$ cat src/swp_pkg.sv
// package: constants, types and register map of the sleep/wake/pin block
package swp_pkg;
  localparam int NPIN = 8;
  // register byte offsets on the AHB-Lite slave
  localparam logic [7:0] A_AUX_CTRL = 8'h00;
  localparam logic [7:0] A_PORT_DIR = 8'h04;
  localparam logic [7:0] A_PORT_DATA = 8'h08;
  localparam logic [7:0] A_PULL_HIGH = 8'h0C;
  localparam logic [7:0] A_PULL_LOW = 8'h10;
  localparam logic [7:0] A_DIG_IN_EN = 8'h14;
  localparam logic [7:0] A_CMP_CTRL = 8'h18;
  localparam logic [7:0] A_CMP_SELECT = 8'h1C;
  localparam logic [7:0] A_TMR8_NANO_SEL = 8'h20;
  localparam logic [7:0] A_STATUS = 8'h24;
  // field positions
  localparam int AUX_NANO_BIT = 0;
  localparam int AUX_HRC_BIT = 4;
  localparam int AUX_FAST_BIT = 5;
  localparam int CMP_EN_BIT = 7;
  localparam int CMP_WAKE_BIT = 6;
  // reset values
  localparam logic [7:0] AUX_RST = 8'h10;
  localparam logic [7:0] REG_RST = 8'h00;
  // timing: wake delays in low-speed RC periods
  localparam int NORMAL_WAKE_TICKS = 3000;
  localparam int FAST_WAKE_TICKS = 45;
  localparam int CLK_HZ = 25000000;
  localparam int LOW_RC_HZ = 62500;
  localparam int LOW_RC_DIV = CLK_HZ / LOW_RC_HZ;
  localparam int BOOT_SYNC_CYCLES = 3;
  // power states
  typedef enum logic [3:0] {
    SWP_RUN  = 4'b0001,
    SWP_SAVE = 4'b0010,
    SWP_DOWN = 4'b0100,
    SWP_WAKE = 4'b1000
  } swp_state_t;
  // pad configuration carried as one bundle
  typedef struct packed {
    logic [NPIN-1:0] dir;
    logic [NPIN-1:0] data;
    logic [NPIN-1:0] pull_h;
    logic [NPIN-1:0] pull_l;
    logic [NPIN-1:0] din_en;
  } swp_pad_cfg_t;
endpackage : swp_pkg

$ cat src/swp_pad_ctrl.sv
// pad direction, pull control, read-back and wake toggle detect
`timescale 1ns/1ps
module swp_pad_ctrl (
  input wire logic hclk, // system clock
  input wire logic hresetn, // async reset, active low
  input wire swp_pkg::swp_pad_cfg_t cfg, // pad configuration
  input wire logic [swp_pkg::NPIN-1:0] pad_in, // pad levels
  output logic [swp_pkg::NPIN-1:0] pad_out, // pad drive value
  output logic [swp_pkg::NPIN-1:0] pad_oe, // pad drive enable
  output logic [swp_pkg::NPIN-1:0] pull_up_en, // pull-high enable
  output logic [swp_pkg::NPIN-1:0] pull_dn_en, // pull-low enable
  output logic [swp_pkg::NPIN-1:0] port_rd, // port data read value
  output logic [swp_pkg::NPIN-1:0] toggle // wake toggle per pin
);
  logic [swp_pkg::NPIN-1:0] sync1;
  logic [swp_pkg::NPIN-1:0] sync2;
  logic [swp_pkg::NPIN-1:0] prev;
  logic [2:0] arm;

  // two-stage synchroniser, then one stage for edge detect
  always_ff @(posedge hclk or negedge hresetn) begin
    if (!hresetn) begin
      sync1 <= '0;
      sync2 <= '0;
      prev <= '0;
      arm <= '0;
    end else begin
      sync1 <= pad_in;
      sync2 <= sync1;
      prev <= sync2;
      arm <= {arm[1:0], 1'b1};
    end
  end

  // drive and pulls; output mode ignores pulls, so low drive has no pull-up
  assign pad_oe = cfg.dir;
  assign pad_out = cfg.data;
  assign pull_up_en = ~cfg.dir & cfg.pull_h;
  assign pull_dn_en = ~cfg.dir & cfg.pull_l & ~cfg.pull_h;
  // outputs read the data latch, inputs read the pad
  assign port_rd = (cfg.dir & cfg.data) | (~cfg.dir & sync2);
  // only digital inputs with enable set can wake; arm hides the false
  // edge that prev, cleared by reset, would show against a high pad
  assign toggle = (sync2 ^ prev) & cfg.din_en & ~cfg.dir
                  & {swp_pkg::NPIN{arm[2]}};

  property p_no_pull_low_out;
    @(posedge hclk) disable iff (!hresetn)
      (pad_oe & ~pad_out & pull_up_en) == '0;
  endproperty
  a_no_pull_low_out: assert property (p_no_pull_low_out)
    else $error("pull-up on while pin drives low");
  property p_out_no_pull;
    @(posedge hclk) disable iff (!hresetn)
      (pad_oe & (pull_up_en | pull_dn_en)) == '0;
  endproperty
  a_out_no_pull: assert property (p_out_no_pull)
    else $error("pull enabled on an output pin");
  property p_rd_out;
    @(posedge hclk) disable iff (!hresetn)
      ((port_rd ^ pad_out) & pad_oe) == '0;
  endproperty
  a_rd_out: assert property (p_rd_out)
    else $error("output pin read does not return data latch");
endmodule : swp_pad_ctrl

$ cat src/swp_sleep_ctrl.sv
// sleep/wake sequencer with pad control and AHB-Lite registers
//
// Our own choices: the AHB-Lite register port and the placing of the registers.
`timescale 1ns/1ps
module swp_sleep_ctrl #(
  parameter int NORMAL_TICKS = swp_pkg::NORMAL_WAKE_TICKS,
  parameter int LOW_RC_DIV = swp_pkg::LOW_RC_DIV
) (
  input wire logic hclk, // 25 MHz clock
  input wire logic hresetn, // async reset, active low
  input wire logic hsel, // slave select
  input wire logic [31:0] haddr, // byte address
  input wire logic [1:0] htrans, // transfer type
  input wire logic hwrite, // write strobe
  input wire logic [2:0] hsize, // transfer size
  input wire logic [31:0] hwdata, // write data
  input wire logic hready, // bus ready
  output logic hreadyout, // slave ready
  output logic hresp, // response, always okay
  output logic [31:0] hrdata, // read data
  input wire logic sleep_save_req, // power-save instruction pulse
  input wire logic sleep_down_req, // power-down instruction pulse
  input wire logic [1:0] timer8_wake, // 8-bit timer match pulses
  input wire logic wide_timer_wake, // 16-bit timer match pulse
  input wire logic cmp_wake, // comparator wake event pulse
  input wire logic power_on_cause, // reset came from power-on
  input wire logic [swp_pkg::NPIN-1:0] pad_in, // pad levels
  output logic [swp_pkg::NPIN-1:0] pad_out, // pad drive value
  output logic [swp_pkg::NPIN-1:0] pad_oe, // pad drive enable
  output logic [swp_pkg::NPIN-1:0] pull_up_en, // pull-high enable
  output logic [swp_pkg::NPIN-1:0] pull_dn_en, // pull-low enable
  output logic sys_clk_en, // system clock gate to CPU
  output logic prog_mem_en, // program memory power
  output logic high_rc_osc_en, // high-speed RC enable
  output logic low_rc_osc_en, // low-speed RC enable
  output logic nano_low_rc_osc_en, // nano RC enable
  output logic cmp_enable, // comparator enable
  output logic resume, // pulse: continue after sleep
  output logic restart_zero, // pulse: fetch from address zero
  output logic sram_clear // pulse: clear SRAM after power-on
);
  swp_pkg::swp_state_t state;
  swp_pkg::swp_state_t next_state;
  swp_pkg::swp_pad_cfg_t cfg;
  logic [7:0] aux_ctrl;
  logic [7:0] comparator_control;
  logic [7:0] comparator_select;
  logic [1:0] timer8_nano_sel;
  logic [3:0] wake_cause;
  logic from_down;
  logic wr_pend;
  logic [7:0] wr_addr;
  logic [swp_pkg::NPIN-1:0] port_rd;
  logic [swp_pkg::NPIN-1:0] toggle;
  logic pin_wake;
  logic t8_wake;
  logic t16_ok;
  logic cmp_ok;
  logic wake_down;
  logic wake_save;
  logic wake_evt;
  logic timer_done;
  logic timer_busy;
  logic addr_ok;
  logic por_s1;
  logic por_s2;
  logic [1:0] boot_cnt;
  // read mux for one register word
  function automatic logic [31:0] rd_word(input logic [7:0] a,
      input logic [7:0] pins);
    logic [7:0] v;
    v = 8'h00;
    unique case (a)
      swp_pkg::A_AUX_CTRL: v = aux_ctrl;
      swp_pkg::A_PORT_DIR: v = cfg.dir;
      swp_pkg::A_PORT_DATA: v = pins;
      swp_pkg::A_PULL_HIGH: v = cfg.pull_h;
      swp_pkg::A_PULL_LOW: v = cfg.pull_l;
      swp_pkg::A_DIG_IN_EN: v = cfg.din_en;
      swp_pkg::A_CMP_CTRL: v = comparator_control;
      swp_pkg::A_CMP_SELECT: v = comparator_select;
      swp_pkg::A_TMR8_NANO_SEL: v = {6'h00, timer8_nano_sel};
      swp_pkg::A_STATUS: v = {wake_cause, state};
      default: v = 8'h00;
    endcase
    return {24'h000000, v};
  endfunction : rd_word
  // pad logic
  swp_pad_ctrl u_pad (
    .hclk(hclk),
    .hresetn(hresetn),
    .cfg(cfg),
    .pad_in(pad_in),
    .pad_out(pad_out),
    .pad_oe(pad_oe),
    .pull_up_en(pull_up_en),
    .pull_dn_en(pull_dn_en),
    .port_rd(port_rd),
    .toggle(toggle)
  );
  // wake-up delay on the low-speed RC
  swp_wake_timer #(
    .DIV(LOW_RC_DIV),
    .NORMAL_TICKS(NORMAL_TICKS)
  ) u_wake (
    .hclk(hclk),
    .hresetn(hresetn),
    .osc_on(low_rc_osc_en),
    .start(wake_evt),
    .fast(aux_ctrl[swp_pkg::AUX_FAST_BIT]),
    .busy(timer_busy),
    .done(timer_done)
  );
  // bus: zero wait states, always okay
  assign hreadyout = 1'b1;
  assign hresp = 1'b0;
  assign addr_ok = hsel && hready && htrans[1];
  // address phase capture and registered read data
  always_ff @(posedge hclk or negedge hresetn) begin
    if (!hresetn) begin
      wr_pend <= 1'b0;
      wr_addr <= 8'h00;
      hrdata <= 32'h00000000;
    end else begin
      wr_pend <= addr_ok && hwrite;
      if (addr_ok) begin
        wr_addr <= haddr[7:0];
      end
      if (addr_ok && !hwrite) begin
        hrdata <= rd_word(haddr[7:0], port_rd);
      end
    end
  end
  // register writes; core is halted while not running, nothing changes
  always_ff @(posedge hclk or negedge hresetn) begin
    if (!hresetn) begin
      aux_ctrl <= swp_pkg::AUX_RST;
      cfg <= '0;
      comparator_control <= swp_pkg::REG_RST;
      comparator_select <= swp_pkg::REG_RST;
      timer8_nano_sel <= 2'h0;
    end else if (wr_pend && state == swp_pkg::SWP_RUN) begin
      unique case (wr_addr)
        swp_pkg::A_AUX_CTRL: aux_ctrl <= hwdata[7:0];
        swp_pkg::A_PORT_DIR: cfg.dir <= hwdata[7:0];
        swp_pkg::A_PORT_DATA: cfg.data <= hwdata[7:0];
        swp_pkg::A_PULL_HIGH: cfg.pull_h <= hwdata[7:0];
        swp_pkg::A_PULL_LOW: cfg.pull_l <= hwdata[7:0];
        swp_pkg::A_DIG_IN_EN: cfg.din_en <= hwdata[7:0];
        swp_pkg::A_CMP_CTRL: comparator_control <= hwdata[7:0];
        swp_pkg::A_CMP_SELECT: comparator_select <= hwdata[7:0];
        swp_pkg::A_TMR8_NANO_SEL: timer8_nano_sel <= hwdata[1:0];
        default: ;
      endcase
    end
  end
  // wake qualification per source
  assign pin_wake = |toggle;
  assign t8_wake = aux_ctrl[swp_pkg::AUX_NANO_BIT]
                   && |(timer8_wake & timer8_nano_sel);
  assign t16_ok = wide_timer_wake;
  assign cmp_ok = cmp_wake && comparator_control[swp_pkg::CMP_EN_BIT]
                  && comparator_select[swp_pkg::CMP_WAKE_BIT];
  assign wake_down = pin_wake || t8_wake;
  assign wake_save = wake_down || t16_ok || cmp_ok;
  assign wake_evt = (state == swp_pkg::SWP_DOWN && wake_down)
                    || (state == swp_pkg::SWP_SAVE && wake_save);
  // next power state
  always_comb begin
    next_state = state;
    unique case (state)
      swp_pkg::SWP_RUN: begin
        if (sleep_down_req) begin
          next_state = swp_pkg::SWP_DOWN;
        end else if (sleep_save_req) begin
          next_state = swp_pkg::SWP_SAVE;
        end
      end
      swp_pkg::SWP_SAVE, swp_pkg::SWP_DOWN: begin
        if (wake_evt) begin
          next_state = swp_pkg::SWP_WAKE;
        end
      end
      swp_pkg::SWP_WAKE: begin
        if (timer_done) begin
          next_state = swp_pkg::SWP_RUN;
        end
      end
      default: next_state = swp_pkg::SWP_RUN;
    endcase
  end
  // state register, wake origin and cause record
  always_ff @(posedge hclk or negedge hresetn) begin
    if (!hresetn) begin
      state <= swp_pkg::SWP_RUN;
      from_down <= 1'b0;
      wake_cause <= 4'h0;
    end else begin
      state <= next_state;
      if (state == swp_pkg::SWP_RUN && sleep_down_req) begin
        from_down <= 1'b1;
      end else if (state == swp_pkg::SWP_RUN && sleep_save_req) begin
        from_down <= 1'b0;
      end
      if (wake_evt) begin
        wake_cause <= {cmp_ok, t16_ok, t8_wake, pin_wake};
      end
    end
  end
  // resume is a plain continuation: clock back on, no vector
  always_ff @(posedge hclk or negedge hresetn) begin
    if (!hresetn) begin
      resume <= 1'b0;
    end else begin
      resume <= state == swp_pkg::SWP_WAKE && timer_done;
    end
  end
  // clock and memory gating from the power state; nano RC and comparator enables from their register bits alone
  assign sys_clk_en = state == swp_pkg::SWP_RUN;
  assign prog_mem_en = state == swp_pkg::SWP_RUN;
  assign high_rc_osc_en = aux_ctrl[swp_pkg::AUX_HRC_BIT]
    && state != swp_pkg::SWP_DOWN
    && !(state == swp_pkg::SWP_WAKE && from_down);
  assign low_rc_osc_en = state != swp_pkg::SWP_DOWN;
  assign nano_low_rc_osc_en = aux_ctrl[swp_pkg::AUX_NANO_BIT];
  assign cmp_enable = comparator_control[swp_pkg::CMP_EN_BIT];
  // power-on cause passes two flops before use
  always_ff @(posedge hclk or negedge hresetn) begin
    if (!hresetn) begin
      por_s1 <= 1'b0;
      por_s2 <= 1'b0;
    end else begin
      por_s1 <= power_on_cause;
      por_s2 <= por_s1;
    end
  end
  // after release: restart at zero; clear SRAM only after power-on
  always_ff @(posedge hclk or negedge hresetn) begin
    if (!hresetn) begin
      boot_cnt <= 2'h0;
      restart_zero <= 1'b0;
      sram_clear <= 1'b0;
    end else begin
      restart_zero <= 1'b0;
      sram_clear <= 1'b0;
      if (boot_cnt != 2'(swp_pkg::BOOT_SYNC_CYCLES)) begin
        boot_cnt <= boot_cnt + 2'h1;
        if (boot_cnt == 2'(swp_pkg::BOOT_SYNC_CYCLES - 1)) begin
          restart_zero <= 1'b1;
          sram_clear <= por_s2;
        end
      end
    end
  end
  property p_down_osc;
    @(posedge hclk) disable iff (!hresetn)
      state == swp_pkg::SWP_DOWN |-> !high_rc_osc_en && !low_rc_osc_en
        && !sys_clk_en;
  endproperty
  a_down_osc: assert property (p_down_osc)
    else $error("oscillator running in power-down");
  property p_no_fetch;
    @(posedge hclk) disable iff (!hresetn)
      !sys_clk_en |-> !prog_mem_en;
  endproperty
  a_no_fetch: assert property (p_no_fetch)
    else $error("program memory on while asleep");
  property p_hold;
    @(posedge hclk) disable iff (!hresetn)
      !sys_clk_en && !$past(sys_clk_en) |-> $stable(cfg)
        && $stable(aux_ctrl);
  endproperty
  a_hold: assert property (p_hold)
    else $error("register changed during sleep");
  property p_down_wake;
    @(posedge hclk) disable iff (!hresetn)
      state == swp_pkg::SWP_DOWN && wake_down
        |=> state == swp_pkg::SWP_WAKE && timer_busy;
  endproperty
  a_down_wake: assert property (p_down_wake)
    else $error("power-down did not wake on pin or nano timer");
  property p_down_ignore;
    @(posedge hclk) disable iff (!hresetn)
      state == swp_pkg::SWP_DOWN && !pin_wake && !t8_wake
        |=> state == swp_pkg::SWP_DOWN;
  endproperty
  a_down_ignore: assert property (p_down_ignore)
    else $error("power-down left without valid source");
  property p_cmp_gate;
    @(posedge hclk) disable iff (!hresetn)
      state == swp_pkg::SWP_SAVE && !wake_down && !t16_ok
        && !(comparator_control[swp_pkg::CMP_EN_BIT]
        && comparator_select[swp_pkg::CMP_WAKE_BIT])
        |=> state == swp_pkg::SWP_SAVE;
  endproperty
  a_cmp_gate: assert property (p_cmp_gate)
    else $error("comparator woke without both enables");
  property p_resume;
    @(posedge hclk) disable iff (!hresetn)
      $rose(sys_clk_en) |-> resume && !restart_zero;
  endproperty
  a_resume: assert property (p_resume)
    else $error("wake did not resume as continuation");
  property p_save_osc;
    @(posedge hclk) disable iff (!hresetn)
      state == swp_pkg::SWP_SAVE |-> low_rc_osc_en && !sys_clk_en
        && high_rc_osc_en == aux_ctrl[swp_pkg::AUX_HRC_BIT];
  endproperty
  a_save_osc: assert property (p_save_osc)
    else $error("power-save stopped an oscillator");
  c_down_wake: cover property (@(posedge hclk) disable iff (!hresetn)
    state == swp_pkg::SWP_DOWN ##1 state == swp_pkg::SWP_WAKE);
  c_save_cmp: cover property (@(posedge hclk) disable iff (!hresetn)
    state == swp_pkg::SWP_SAVE && cmp_ok);
  c_fast_resume: cover property (@(posedge hclk) disable iff (!hresetn)
    resume && aux_ctrl[swp_pkg::AUX_FAST_BIT]);
endmodule : swp_sleep_ctrl

$ cat src/swp_wake_timer.sv
// low-speed RC tick divider and wake-up delay counter
`timescale 1ns/1ps
module swp_wake_timer #(
  parameter int DIV = swp_pkg::LOW_RC_DIV,
  parameter int NORMAL_TICKS = swp_pkg::NORMAL_WAKE_TICKS
) (
  input wire logic hclk, // system clock
  input wire logic hresetn, // async reset, active low
  input wire logic osc_on, // low-speed RC running
  input wire logic start, // wake event, restarts the count
  input wire logic fast, // fast wake selected
  output logic busy, // delay in progress
  output logic done // pulse when delay expires
);
  logic [15:0] div_cnt;
  logic [11:0] tick_cnt;
  logic fast_q;
  logic tick;
  logic [11:0] target;
  logic [31:0] cyc;

  // divider models the RC oscillator; it restarts with the wake event
  always_ff @(posedge hclk or negedge hresetn) begin
    if (!hresetn) begin
      div_cnt <= '0;
    end else if (start || !osc_on || tick) begin
      div_cnt <= '0;
    end else begin
      div_cnt <= div_cnt + 16'h0001;
    end
  end
  assign tick = osc_on && !start && (div_cnt == 16'(DIV - 1));

  // delay counter counts ticks until the selected total
  assign target = fast_q ? 12'(swp_pkg::FAST_WAKE_TICKS)
                         : 12'(NORMAL_TICKS);
  assign done = busy && tick && (tick_cnt == target - 12'h001);
  always_ff @(posedge hclk or negedge hresetn) begin
    if (!hresetn) begin
      busy <= 1'b0;
      tick_cnt <= '0;
      fast_q <= 1'b0;
    end else if (start) begin
      busy <= 1'b1;
      tick_cnt <= '0;
      fast_q <= fast;
    end else if (done) begin
      busy <= 1'b0;
    end else if (busy && tick) begin
      tick_cnt <= tick_cnt + 12'h001;
    end
  end

  // helper: cycles since the last start
  always_ff @(posedge hclk or negedge hresetn) begin
    if (!hresetn) begin
      cyc <= '0;
    end else if (start) begin
      cyc <= 32'h00000001;
    end else begin
      cyc <= cyc + 32'h00000001;
    end
  end
  property p_delay;
    @(posedge hclk) disable iff (!hresetn)
      done |-> cyc == 32'(int'(target) * DIV);
  endproperty
  a_delay: assert property (p_delay)
    else $error("wake delay length wrong");
endmodule : swp_wake_timer

$ cat config.mk
export PLATFORM = sky130hd
export DESIGN_NAME = swp_sleep_ctrl
export DESIGN_NICKNAME = d
export VERILOG_FILES = /design/src/swp_pkg.sv /design/src/swp_pad_ctrl.sv /design/src/swp_sleep_ctrl.sv /design/src/swp_wake_timer.sv
export SDC_FILE = /design/constraint.sdc
export NUM_CORES = 1
export LEC_CHECK = 0
export ABC_CLOCK_PERIOD_IN_PS = 2550
export CORE_MARGIN = 2
export CORE_UTILIZATION = 50
export CTS_CLUSTER_SIZE = 10
export DETAILED_ROUTE_END_ITERATION = 8
export DONT_BUFFER_PORTS = 1
export GPL_ROUTABILITY_DRIVEN = 0
export PLACE_DENSITY_LB_ADDON = 0.2
export SYNTH_ARGS = -nofsm -noshare
export SYNTH_HDL_FRONTEND = slang
export SYNTH_SLANG_ARGS = --single-unit
$ cat constraint.sdc
create_clock -name hclk -period 2.55 [get_ports hclk]
set_input_delay 0.255 -clock hclk [delete_from_list [all_inputs] [get_ports hclk]]
set_output_delay 0.255 -clock hclk [all_outputs]
set_load 0.02 [all_outputs]
==> summary.txt <==
Outcome
  – Status: finished, violations left
  – Failing checks: negative hold slack

Detailed routing
  – 1st-iter DRT viols: about 500
  – Total number of vias: 5346
  – Wire per inst: 20.5 µm
  – DR DRC count: 0
  – Final WL: 18.4 mm
  – Via density: a little under 6
  – DR pass1 iterations: 5
  – Detail Route Antenna Nets: 0

Worst setup path
  – Setup CP Type: reg2reg
  – Worst Setup End Kind: flop
  – Setup crit end: u_wake.div_cnt[8]
  – Reg2reg end: u_wake.div_cnt[8]
  – CP Cell Sequence: xor2_1, a32o_2, o41ai_4, a21oi_2, or3b_1, buf_4, nor2_1
  – Crit path buf inv count: 1
  – Worst Setup Start Kind: flop
  – Req. time, crit path: a little under 3000 ps
  – CP max FO: 16
  – Reg2reg path depth: 7
  – Slowest cell on the critical path: o41ai_4
  – Slowest stage delay, CP: around 520 ps
  – Worst Setup SP: u_pad.sync2[5]
  – Reg2reg setup slack: 200 ps
  – Delay-heaviest family, CP: compound AO/OA/AOI/OAI gates
  – Crit path depth: 7
  – CP arrival: 2690 ps
  – Critical R2R Launch: u_pad.sync2[5]

Global route
  – Largest net degree at the start of global routing: roughly 160
  – Remaining Overflow, GRT: 0
  – Initial antenna violation count: 0
  – Gr usage total: approximately a quarter
  – Number of global-route vias before repair: 5182
  – Wire length of the first global-routing pass: just under 30 mm

Finish
  – Largest register by flop count: cfg
  – Nets: ~800
  – Max reg flops: 40
  – Biggest registers after layout: cfg (40), u_wake.div_cnt (16), u_wake.tick_cnt (12)
  – Layout cells sized above 1: 21.4%
  – Synthesis-to-finish area growth: 14.3%
  – Cell area after layout: 8620 µm²
  – N_diodes: 0

Power
  – Pwr Density: 604 nW/µm²
  – Leak: between 3 and 4 nW
  – VDD IR max: between 500 and 600 µV

Floorplanning
  – Die X: 127 µm
  – IO Count: 164
  – CORE AREA: 14600 µm²
  – Site row count: between 40 and 50
  – Initial Util: 51.5%
  – Die height: 127 µm
  – DIE AREA: 16100 µm²

Clocking
  – CTS buffer count: 17
  – Clock Latency Late Sink: 430 ps
  – Clock Sinks: around 160
  – CTS tree: done
  – Clk pin slew, worst setup/hold paths: 60 ps
  – Clock Path Buffers: 2
  – Clock Root Buffer: clkbuf_16
  – Hold_buf cts: 30
  – Htree depth: 4

Synthesis
  – Most common cell in the netlist: dfrtp_1
  – Sequential share of the synthesized area: roughly 52%
  – Top area cells in the synthesized netlist: dfrtp_1 (51%), mux2_2 (8.7%), buf_4 (4.4%), mux2_1 (2.8%), nor2_1 (2.1%)
  – Main synth FF type: dfrtp_1
  – EDFF count, synth: 0
  – Cells after Synth: 654
  – Synthesized area per cell: around 12 µm²
  – Post-Syn Area: 7540 µm²
  – Synth area leader: dfrtp_1
  – Ys Warns: 0
  – #FFs+latches synth: about 160
  – Count of cell types in the netlist: slightly above 70
  – Area share of the largest cell type after synthesis: 51.1%
  – Asr flop ratio synth: 100%
  – Commonest cells in the netlist: dfrtp_1 (154), mux2_2 (58), buf_4 (44), nor2_1 (42), nand2_1 (36)

Timing
  – Final hold violation count: 156
  – Slew HR: 45.5%
  – FMAX: around 430 MHz
  – Least-Margin Pin Slew: 797 ps
  – Post-layout min period: 2350 ps
  – Setup TNS Final: 0 ps
  – Slew Limit Fails: 0
  – Min setup slack post-route: 203 ps
  – Hold_ws: -475 ps
  – RSZ-0062 raised after global routing: false
  – Clock skew: 7.74 ps
  – Final period util: 92.0%
  – Final setup fails: 0

Place
  – DP Area: between 7000 and 8000 µm²
  – Dpl ws: 87.5 ps
  – Final HPWL DP: 12.4 mm
  – Quantity of I/O buffers inserted on ports: 0

Run
  – Maxcap violations: 0

Min path
  – Hold Path Class: in2async
where the power goes:
group	switching, mW	internal [mW]	leakage, nW
Sequential	0.0531	2.54	1.99
Clock	0.989	1.39	0.255
Combinational	0.130	0.109	1.58
worst register-to-register path: stages, from the launching register on:
cell and delay, ps:
dfrtp_1 410, xor2_1 150, a32o_2 300, o41ai_4 520, a21oi_2 120, or3b_1 360, buf_4 250, nor2_1 160
cell families after synthesis:
logic type	Yosys count	synth area share, %
adder cells (fa/ha/maj)	4	0.664
multiplexers	84	12.4
XOR/XNOR	30	3.48
AND/OR/NAND/NOR	199	15.3
AO/OA/AOI/OAI	101	9.89
buffers and inverters	78	6.31
flip-flops	156	51.8
other	2	0.0996
timing repair:
action | in CTS | in global routing
gates resized for setup | 0 | 2
endpoints found under the setup margin | 0 | 9
buffers inserted | 0 | 2
endpoints found under the hold margin | 246 | 156
cell type report:
type                            instances  area, µm²
Clock inverter                          9       90.1
Multi-Input combinational cell        445       3290
Inverter                               14       52.6
Timing Repair Buffer                   69        593
Clock buffer                           22        464
Sequential cell                       156       3910
Tap cell                              184        230
Fill cell                            1190       6020
per-layer routing:
layer | track usage [%] | vias to the layer above | part of all wire [%]
met2 | 34.5 | 201 | 46
li1 | - | 2400 | -
met5 | 0 | - | 0
met4 | 8.60 | 0 | 2.0
met1 | 34.3 | 2721 | 45
met3 | 5.95 | 24 | 7.2
stage by stage:
| stage | total power, mW | util (%) | std cells | hold slack, ps |
|---|---|---|---|---|
| final | 5.21 | 58.9 | 899 | -475 |
| after global routing | 5.39 | 58.9 | 899 | -492 |
| after floorplan | 2.80 | - | 679 | -40.6 |
| after detailed placement | 2.82 | 52.8 | 836 | -36.6 |
| after CTS | 5.26 | 58.7 | 897 | -495 |
| after global placement | 2.81 | 52.8 | 836 | -36.3 |
layout by cell type (no fill, tap or decap), drive strengths merged, types with 5 or more instances in the layout:
cell / count
a21o: 5
a21oi: 15
a22o: 7
a22oi: 11
a32o: 6
and3: 9
buf: 39
clkbuf: 22
clkinvlp: 5
conb: 27
dfrtp: 154
dlygate4sd3: 30
inv: 15
mux2: 77
mux2i: 7
nand2: 36
nand2b: 5
nand3: 17
nand4: 7
nor2: 52
nor2b: 11
nor3: 14
nor3b: 10
nor4: 10
nor4b: 8
o21ai: 22
xnor2: 12
xor2: 18
how the worst min path moves through the flow:
stage / startpoint / to / slack [ps] / cells after the start
5_1_grt: hresetn / u_wake.div_cnt[14] / -490 / 0
6_report: hresetn / u_wake.div_cnt[14] / -480 / 0
3_5_place_dp: hresetn / u_wake.div_cnt[15] / -40 / 0
4_1_cts: hresetn / u_wake.div_cnt[4] / -500 / 0
3_3_place_gp: hresetn / u_wake.div_cnt[14] / -40 / 0
2_1_floorplan: hresetn / aux_ctrl[0] / -40 / 0
(Power assumes the default switching activity.)
